File: config.mk
export PLATFORM = sky130hd
export DESIGN_NAME = autoneg_next_page_expansion_status
export DESIGN_NICKNAME = d
export VERILOG_FILES = /design/src/core/anx_pkg.sv /design/src/core/sticky_bits.sv /design/src/core/ahb_reg_slave.sv /design/src/core/autoneg_next_page_expansion_status.sv
export SDC_FILE = /design/constraint.sdc
export NUM_CORES = 1
export LEC_CHECK = 0
export BUFFER_PORTS_ARGS = -buffer_cell sky130_fd_sc_hd__buf_2
export CELL_PAD_IN_SITES_DETAIL_PLACEMENT = 0
export CELL_PAD_IN_SITES_GLOBAL_PLACEMENT = 1
export CORE_ASPECT_RATIO = 1.1
export CORE_UTILIZATION = 34
export CTS_CLUSTER_SIZE = 24
export DETAILED_ROUTE_END_ITERATION = 10
export GPL_ROUTABILITY_DRIVEN = 1
export PLACE_DENSITY = 0.9
export SYNTH_ARGS = -nofsm -noshare
export SYNTH_HDL_FRONTEND = slang
export SYNTH_SLANG_ARGS = --single-unit
File: constraint.sdc
create_clock -name hclk -period 4.49 [get_ports hclk]
set_input_delay 0.898 -clock hclk [delete_from_list [all_inputs] [get_ports hclk]]
set_output_delay 0.898 -clock hclk [all_outputs]
set_load 0.05 [all_outputs]
File: src/core/anx_pkg.sv
// constants for the auto-negotiation next page and expansion status bank
package anx_pkg;

	// ------------------------------------------------------------
	// register indices (byte address = 4 * index)
	// ------------------------------------------------------------
	localparam int          IDX_W            = 6;
	localparam logic [5:0]  IDX_NP_RECEIVED  = 6'h05;
	localparam logic [5:0]  IDX_EXPANSION    = 6'h06;
	localparam logic [5:0]  IDX_IRQ_STATUS   = 6'h08;
	localparam logic [5:0]  IDX_IRQ_MASK     = 6'h09;
	localparam int          ADDR_IDX_LSB     = 2;

	// ------------------------------------------------------------
	// received next page field layout
	// ------------------------------------------------------------
	localparam int          NP_FURTHER_BIT   = 15;
	localparam int          NP_ACK_BIT       = 14;
	localparam int          NP_MSG_BIT       = 13;
	localparam int          NP_COMPLY_BIT    = 12;
	localparam int          NP_TOGGLE_BIT    = 11;
	localparam int          NP_CODE_MSB      = 10;
	localparam int          NP_CODE_LSB      = 0;
	localparam logic [15:0] NP_RESET         = 16'h0000;

	// ------------------------------------------------------------
	// expansion register field layout
	// ------------------------------------------------------------
	localparam int          EXP_PD_FAULT_BIT = 4;
	localparam int          EXP_PNP_BIT      = 3;
	localparam int          EXP_LNP_BIT      = 2;
	localparam int          EXP_PAGE_RX_BIT  = 1;
	localparam int          EXP_PAN_BIT      = 0;
	localparam logic        LOCAL_NP_CAPABLE = 1'b1;

	// ------------------------------------------------------------
	// interrupt bits
	// ------------------------------------------------------------
	localparam int          IRQ_W            = 3;
	localparam int          IRQ_PAGE_RX_BIT  = 0;
	localparam int          IRQ_PD_FAULT_BIT = 1;
	localparam int          IRQ_AN_ABLE_BIT  = 2;
	localparam logic [2:0]  IRQ_MASK_RESET   = 3'h0;

	// ------------------------------------------------------------
	// bus encodings
	// ------------------------------------------------------------
	localparam logic [1:0]  HTRANS_NONSEQ    = 2'h2;
	localparam logic        HRESP_OKAY       = 1'b0;

endpackage

File: src/core/sticky_bits.sv
// bank of sticky event bits, cleared by writing one, set wins over clear
`timescale 1ns/1ns
`default_nettype none
module sticky_bits #(
	parameter int WIDTH = 3
) (
	input  wire logic             hclk,
	input  wire logic             hresetn,
	input  wire logic [WIDTH-1:0] set_pulse,
	input  wire logic [WIDTH-1:0] clear_ones,
	output var  logic [WIDTH-1:0] flags
);

	// ------------------------------------------------------------
	// one flop per bit
	// ------------------------------------------------------------
	genvar i;
	generate
		for (i = 0; i < WIDTH; i++) begin : g_bit
			logic bit_d;
			assign bit_d = set_pulse[i] | (flags[i] & ~clear_ones[i]); // set wins
			always_ff @(posedge hclk or negedge hresetn) begin
				if (!hresetn) begin
					flags[i] <= 1'b0;
				end else begin
					flags[i] <= bit_d;
				end
			end
		end
	endgenerate

endmodule
`default_nettype wire

File: src/core/ahb_reg_slave.sv
// ahb-lite slave front end with one wait state per transfer
`timescale 1ns/1ns
`default_nettype none
module ahb_reg_slave #(
	parameter int IDX_W = 6
) (
	input  wire logic             hclk,
	input  wire logic             hresetn,
	input  wire logic             hsel,
	input  wire logic [31:0]      haddr,
	input  wire logic [1:0]       htrans,
	input  wire logic             hwrite,
	input  wire logic [2:0]       hsize,
	input  wire logic             hready,
	input  wire logic [31:0]      hwdata,
	output var  logic             hreadyout,
	output var  logic             hresp,
	output var  logic [31:0]      hrdata,
	output logic                  wr_pulse,
	output logic                  rd_pulse,
	output logic [IDX_W-1:0]      reg_index,
	output logic [31:0]           wr_data,
	input  wire logic [31:0]      rd_data
);

	logic             pending_q;
	logic             write_q;
	logic [IDX_W-1:0] index_q;
	logic             take;

	// ------------------------------------------------------------
	// address phase decode
	// ------------------------------------------------------------
	assign take      = hsel & hready & (htrans == anx_pkg::HTRANS_NONSEQ);
	assign wr_pulse  = pending_q & write_q;
	assign rd_pulse  = pending_q & ~write_q;
	assign reg_index = index_q;
	assign wr_data   = hwdata;

	// capture address phase, ready drops for the first data cycle
	always_ff @(posedge hclk or negedge hresetn) begin
		if (!hresetn) begin
			pending_q <= 1'b0;
			write_q   <= 1'b0;
			index_q   <= '0;
			hreadyout <= 1'b1;
			hresp     <= anx_pkg::HRESP_OKAY;
		end else begin
			pending_q <= take;
			hreadyout <= ~take;
			hresp     <= anx_pkg::HRESP_OKAY;
			if (take) begin
				write_q <= hwrite;
				index_q <= haddr[anx_pkg::ADDR_IDX_LSB +: IDX_W];
			end
		end
	end

	// read data registered at the end of the wait cycle
	always_ff @(posedge hclk or negedge hresetn) begin
		if (!hresetn) begin
			hrdata <= 32'h0000_0000;
		end else if (rd_pulse) begin
			hrdata <= rd_data;
		end
	end

endmodule
`default_nettype wire

File: src/core/autoneg_next_page_expansion_status.sv
// auto-negotiation received next page and expansion status registers
//
// Function
// - bit 13 of the received next page register shows message page (1) or unformatted page (0), read-only, reset 0.
// - bit 12 of the received next page register shows whether the partner can comply with the message.
// - bit 11 of the received next page register shows the toggle value of the received link code word.
// - bits 10:0 of the received next page register hold the partner's 11-bit code, reset all zeros.
// - expansion register bits 15:5 always read zero and writes to them do nothing.
// - expansion bit 4 reads 1 while parallel detection reports a fault, else 0, reset 0.
// - expansion bit 3 reads 1 when the partner supports next page exchange, reset 0.
// - expansion bit 2 always reads 1 since the local device can send next pages, writes ignored.
// - expansion bit 1 is set when a link code word page arrives and clears when the register is read.
// - expansion bit 0 reads 1 when the partner supports auto-negotiation, reset 0.
// - bit 15 of the received next page register reads 1 when the partner requests another next page.
// - bit 14 of the received next page register is the partner acknowledge from the negotiation logic and is never written by software.
`timescale 1ns/1ns
`default_nettype none
module autoneg_next_page_expansion_status (
	input  wire logic        hclk,
	input  wire logic        hresetn,
	// ahb-lite slave
	input  wire logic        hsel,
	input  wire logic [31:0] haddr,
	input  wire logic [1:0]  htrans,
	input  wire logic        hwrite,
	input  wire logic [2:0]  hsize,
	input  wire logic        hready,
	input  wire logic [31:0] hwdata,
	output var  logic        hreadyout,
	output var  logic        hresp,
	output var  logic [31:0] hrdata,
	// from the negotiation state machine, same clock
	input  wire logic        page_rx_strobe,
	input  wire logic [15:0] page_word,
	input  wire logic        parallel_detect_fault,
	input  wire logic        partner_extra_page_capable,
	input  wire logic        partner_negotiation_capable,
	// interrupt
	output var  logic        irq
);

	// ------------------------------------------------------------
	// bus front end
	// ------------------------------------------------------------
	logic                      wr_pulse;
	logic                      rd_pulse;
	logic [anx_pkg::IDX_W-1:0] reg_index;
	logic [31:0]               wr_data;
	logic [31:0]               rd_data;

	ahb_reg_slave #(
		.IDX_W (anx_pkg::IDX_W)
	) u_bus (
		.hclk      (hclk),
		.hresetn   (hresetn),
		.hsel      (hsel),
		.haddr     (haddr),
		.htrans    (htrans),
		.hwrite    (hwrite),
		.hsize     (hsize),
		.hready    (hready),
		.hwdata    (hwdata),
		.hreadyout (hreadyout),
		.hresp     (hresp),
		.hrdata    (hrdata),
		.wr_pulse  (wr_pulse),
		.rd_pulse  (rd_pulse),
		.reg_index (reg_index),
		.wr_data   (wr_data),
		.rd_data   (rd_data)
	);

	// ------------------------------------------------------------
	// register selects
	// ------------------------------------------------------------
	wire sel_np   = (reg_index == anx_pkg::IDX_NP_RECEIVED);
	wire sel_exp  = (reg_index == anx_pkg::IDX_EXPANSION);
	wire sel_ists = (reg_index == anx_pkg::IDX_IRQ_STATUS);
	wire sel_imsk = (reg_index == anx_pkg::IDX_IRQ_MASK);
	wire rd_exp   = rd_pulse & sel_exp;

	// ------------------------------------------------------------
	// received next page register
	// ------------------------------------------------------------
	logic [15:0] np_received_q;

	// whole word loads at once on each received page, no software write path
	always_ff @(posedge hclk or negedge hresetn) begin
		if (!hresetn) begin
			np_received_q <= anx_pkg::NP_RESET;
		end else if (page_rx_strobe) begin
			np_received_q <= page_word;
		end
	end

	wire further_page_request = np_received_q[anx_pkg::NP_FURTHER_BIT];
	wire partner_ack          = np_received_q[anx_pkg::NP_ACK_BIT];
	wire message_page_flag    = np_received_q[anx_pkg::NP_MSG_BIT];
	wire partner_comply_ack   = np_received_q[anx_pkg::NP_COMPLY_BIT];
	wire toggle_flag          = np_received_q[anx_pkg::NP_TOGGLE_BIT];
	wire [10:0] page_code     = np_received_q[anx_pkg::NP_CODE_MSB:anx_pkg::NP_CODE_LSB];

	wire [15:0] np_view = {further_page_request, partner_ack, message_page_flag,
		partner_comply_ack, toggle_flag, page_code};

	// ------------------------------------------------------------
	// expansion status flops
	// ------------------------------------------------------------
	logic pd_fault_q;
	logic partner_np_q;
	logic partner_an_q;
	logic page_rx_q;
	logic page_rx_d;

	// page flag: new page sets, read of expansion clears, set wins
	assign page_rx_d = page_rx_strobe | (page_rx_q & ~rd_exp);

	// capture the status levels reported by the negotiation logic
	always_ff @(posedge hclk or negedge hresetn) begin
		if (!hresetn) begin
			pd_fault_q   <= 1'b0;
			partner_np_q <= 1'b0;
			partner_an_q <= 1'b0;
			page_rx_q    <= 1'b0;
		end else begin
			pd_fault_q   <= parallel_detect_fault;
			partner_np_q <= partner_extra_page_capable;
			partner_an_q <= partner_negotiation_capable;
			page_rx_q    <= page_rx_d;
		end
	end

	// upper bits tied low, local capability constant
	wire [15:0] exp_view = {11'h000, pd_fault_q, partner_np_q,
		anx_pkg::LOCAL_NP_CAPABLE, page_rx_q, partner_an_q};

	// ------------------------------------------------------------
	// interrupt events, status and mask
	// ------------------------------------------------------------
	logic [anx_pkg::IRQ_W-1:0] irq_status;
	logic [anx_pkg::IRQ_W-1:0] irq_mask_q;
	logic [anx_pkg::IRQ_W-1:0] irq_events;
	logic [anx_pkg::IRQ_W-1:0] irq_clear;

	// page arrival, fault rising edge, partner negotiation rising edge
	assign irq_events[anx_pkg::IRQ_PAGE_RX_BIT]  = page_rx_strobe;
	assign irq_events[anx_pkg::IRQ_PD_FAULT_BIT] = parallel_detect_fault & ~pd_fault_q;
	assign irq_events[anx_pkg::IRQ_AN_ABLE_BIT]  = partner_negotiation_capable & ~partner_an_q;
	assign irq_clear = (wr_pulse & sel_ists) ? wr_data[anx_pkg::IRQ_W-1:0] : '0;

	sticky_bits #(
		.WIDTH (anx_pkg::IRQ_W)
	) u_irq_status (
		.hclk       (hclk),
		.hresetn    (hresetn),
		.set_pulse  (irq_events),
		.clear_ones (irq_clear),
		.flags      (irq_status)
	);

	// mask register and registered interrupt level
	always_ff @(posedge hclk or negedge hresetn) begin
		if (!hresetn) begin
			irq_mask_q <= anx_pkg::IRQ_MASK_RESET;
			irq        <= 1'b0;
		end else begin
			if (wr_pulse & sel_imsk) begin
				irq_mask_q <= wr_data[anx_pkg::IRQ_W-1:0];
			end
			irq <= |(irq_status & irq_mask_q);
		end
	end

	// ------------------------------------------------------------
	// read mux, unmapped reads return zero
	// ------------------------------------------------------------
	assign rd_data = sel_np   ? {16'h0000, np_view} :
	                 sel_exp  ? {16'h0000, exp_view} :
	                 sel_ists ? {29'h0000_0000, irq_status} :
	                 sel_imsk ? {29'h0000_0000, irq_mask_q} :
	                 32'h0000_0000;

endmodule
`default_nettype wire

* Word level (Yosys, flattened, before mapping) *
Index checks and enable logic that the tools add are counted.
Widths: inputs -> output; s select.

cells by class
  equality and inequality tests = 5
  multiplexer cells = 5
  bitwise logic cells = 26
  reductions and logical operators = 1

operators by type and width
  cell                count
  $mux 32             1
  $and 1x1->1         13
  $eq 6x3->1 const B  2
  $eq 6x4->1 const B  2
  $mux 3              3
  $not 1->1           8
  $mux 5              1
  $or 1x1->1          4
  $and 3x3->3         1
  $reduce_or 3->1     1
  $eq 2x2->1 const B  1

word-level totals
  register bits = 68
  input bits = 94
  output and inout bits = 35
  word-level logic and storage cells = 52

* Depth between registers and ports, before layout *
  depth after elaboration = 6
  depth in mapped cells = 5
  mapped depth without buffers = 4

* Hierarchy *
From an unflattened synthesis, not the netlist that was laid out.

unflattened totals
  cells, all modules = 220
  area total of the unflattened synthesis = 3149.3 µm²

modules (own cells, without submodules)
  module                              times used  cells an instance  area each (µm²)  seq. area each (µm²)
  ahb_reg_slave                       1           122                1914.3           1027.2
  autoneg_next_page_expansion_status  1           89                 1126.1           600.6
  sticky_bits                         1           9                  108.9            75.1

* Worst setup path after synthesis *
Ideal clock, no wire load.

  kind = input to register
  start = input page_rx_strobe
  end = register np_received_q[10]
  setup time = 0.125 ns
  arrival time = 1.783 ns
  required time = 4.365 ns
  setup slack = 2.582 ns
  stages on the path = 3
  path buffers = 2
  path through = clkbuf_1 > buf_2 > mux2_2

RTL lines
  item                    RTL line                                  source
  start: declaration      autoneg_next_page_expansion_status.sv:33  input wire logic page_rx_strobe,
  end signal: assignment  autoneg_next_page_expansion_status.sv:90  np_received_q <= anx_pkg::NP_RESET;
  end signal: assignment  autoneg_next_page_expansion_status.sv:92  np_received_q <= page_word;
  end: declaration        autoneg_next_page_expansion_status.sv:85  logic [15:0] np_received_q;

No word-level cell between the ends.

* Worst setup path in the final report *
  start = register u_bus.hreadyout
  end = output hreadyout

RTL lines
  item                      RTL line                                  source
  start: declaration        ahb_reg_slave.sv:16                       output var logic hreadyout,
  start signal: assignment  ahb_reg_slave.sv:50                       hreadyout <= ~take;
  end: declaration          autoneg_next_page_expansion_status.sv:29  output var logic hreadyout,

No word-level cell between the ends.

==> reports/metrics.cfg <==
[floorplan]
start_util_pct=35.9
num_io_pins=129
die_area_um2=6940
die_w_um=79.5
num_rows=30
core-area_um2=6270
die_h_um=87.3

[global_route]
grt_overflow_total=0
grt_pass1_wl_um=7320
grtUsageTotal_pct=13.8
grt_max_degree=53
antenna_found_initial=0
grt_pass1_vias=1513

[route]
final_antenna_net_count=0
vias_per_cell=4.54
wirelength_um=4440
initialDrtViolationCount=112
drt-wirelength-per-cell_um=13.3
drc=0
drtPass1Iterations=4
num_vias=1511

[worst_setup_path]
r2r_start=u_bus.reg_index[1]
critPathKind=reg2out
max_stage_delay_ps=520
worst-path-buf-inv=1
slowest_stage=dfstp_2
setup.worst_path.end_class=primary output
startpoint_type=flip-flop
crit_arrival_ps=1070
cp_top_family=flip-flops
startpoint=u_bus.hreadyout
required_ps=3590
worstPathMaxFanout=1
crit_chain=buf_2

[timing]
final.setup.tns_ps=0
max_freq_mhz=508
fin_crit_sh_pct=43.9
setup_viol=0
hold_viol_final=0
drv_slew=0
final.setup_skew_ps=9.36
layout_setup_ws_ps=2520
final.min_clock_period_ps=1970
slew_headroom_pct=55.8
rsz0062_at_grt=no
tightest_slew_ps=663

[logic_synthesis]
synthCells=199
syn_avg_cell_area_um2=11.3
synth-async-reset-ratio_pct=100
yosysUniqueCellTypes=32
netlist_area_um2=2250
ys.flop_type=dfrtp_1
synth_area_leader_cell=dfrtp_1
synth_edf_count=0
seq_area_frac_synth_pct=57.9
synth_top_area_share_pct=56.8
synth_warnings=0
yosys_register_bits=52
synth_commonest_cells=dfrtp_1 (51), nand2_1 (50), mux2_2 (19)
synth_area_leaders=dfrtp_1 (57%), mux2_2 (9.5%), nand2_1 (8.3%)
yosysMostFrequentCell=dfrtp_1

[cts]
root_buffer=clkbuf_8
cts_max_level=2
clk_latency_ps=300
clock_sinks=52
numCtsBuffers=5
cts_buffer_depth=2
cts_setup_buffers=0
path_clk_slew_ps=90
cts_tree=done
cts_hold_buf=0
cts_resized=0

[placement]
place_congestion=0.733
place_area_um2=2520
port_buffers=53
place_hpwl_um=3010
dpl_worst_slack_ps=2570

[run_status]
outcome=finished clean

[hold_path]
hp-start=u_bus.hrdata[14]
worstHoldPathType=reg2reg

[run]
drv_cap=0

[pwr]
vdd_drop_max_mv=0.169
power_leakage_nw=1.25
total_power_w=0.00102
power.density_nw_per_um2=391

[final_layout]
nets=346
final_layout_size_suffix_gt1_share_pct=36.0
utilization_pct=41.7
final_cell_area_um2=2610
num_antenna_cells=0
area_growth_pct=16.1

[final timing paths]
path,endpoint,slack (ps),cells past startpoint
max in group asynchronous,partner_an_q,3330,2
min,u_bus.hrdata[14],480,2
min reg2reg,u_bus.hrdata[14],480,2
max,hreadyout,2520,1
max reg2reg,u_irq_status.flags[1],2880,4
min in group asynchronous,u_bus.hrdata[11],710,2
[power breakdown]
group / switching (W) / total, W / internal, W
sequential: 0.0000326 / 0.000543 / 0.000511
clock: 0.000148 / 0.000274 / 0.000125
combinational: 0.000140 / 0.000203 / 0.0000631
[metal layers]
| metal | up-vias | part of all wire, % | GRT usage (%) |
|---|---|---|---|
| met5 | - | 0 | 0 |
| met4 | 0 | 1.9 | 6.45 |
| met3 | 6 | 4.6 | 2.30 |
| met2 | 48 | 46 | 21.5 |
| met1 | 720 | 47 | 18.7 |
| li1 | 737 | - | - |
[tightest hold or removal path: cells and delay by family (launching register included)]
| kind | cells | cell delay, ps |
|---|---|---|
| flip-flops | 1 | 350 |
| AO/OA/AOI/OAI | 1 | 60 |
| AND/OR/NAND/NOR | 1 | 40 |
[area by class of cell]
class / count / area, µm²
tap: 80 / 100
inverter: 4 / 15.0
clock buffer: 7 / 86.3
clock inverter: 1 / 7.51
multi-input combinational: 134 / 820
timing repair buffer: 55 / 280
sequential: 52 / 1300
fill: 628 / 3660
[stage by stage]
stage | std cells | hold WS [ps]
after floorplan | 215 | 450
after global placement | 325 | 458
after detailed placement | 325 | 466
after CTS | 333 | 488
after global routing | 333 | 501
final | 333 | 479
[logic make-up (layout without fill, tap and decap cells)]
kind of cell | count (synthesis) | after routing | share of synthesized area (%)
mux | 22 | 22 | 11.5
buf+inv | 29 | 67 | 8.29
other cells | 1 | 17 | 0.167
flops | 52 | 52 | 57.9
compound gates | 26 | 26 | 7.40
simple gates | 69 | 69 | 14.7
[state kept, by name (all words and copies together) (netlist names)]
name	cells
irq	1
irq_mask_q	3
np_received_q	16
page_rx_q	1
partner_an_q	1
partner_np_q	1
pd_fault_q	1
u_bus.hrdata	16
u_bus.hreadyout	1
u_bus.pending_q	1
u_bus.reg_index	6
u_bus.write_q	1
u_irq_status.flags	3
[layout by cell type, fill, tap and decap left out, types with 2 or more instances in the layout]
cell type  count
buf_2         53
dfrtp_1       51
nand2_1       50
mux2_2        19
conb_1        17
o21ai_0       14
nor2_1         6
clkbuf_8       6
a221oi_1       5
inv_1          3
mux2_4         3
nor2b_1        2
a21o_1         2
a22o_1         2
buf_4          2
(Power assumes the default switching activity.)
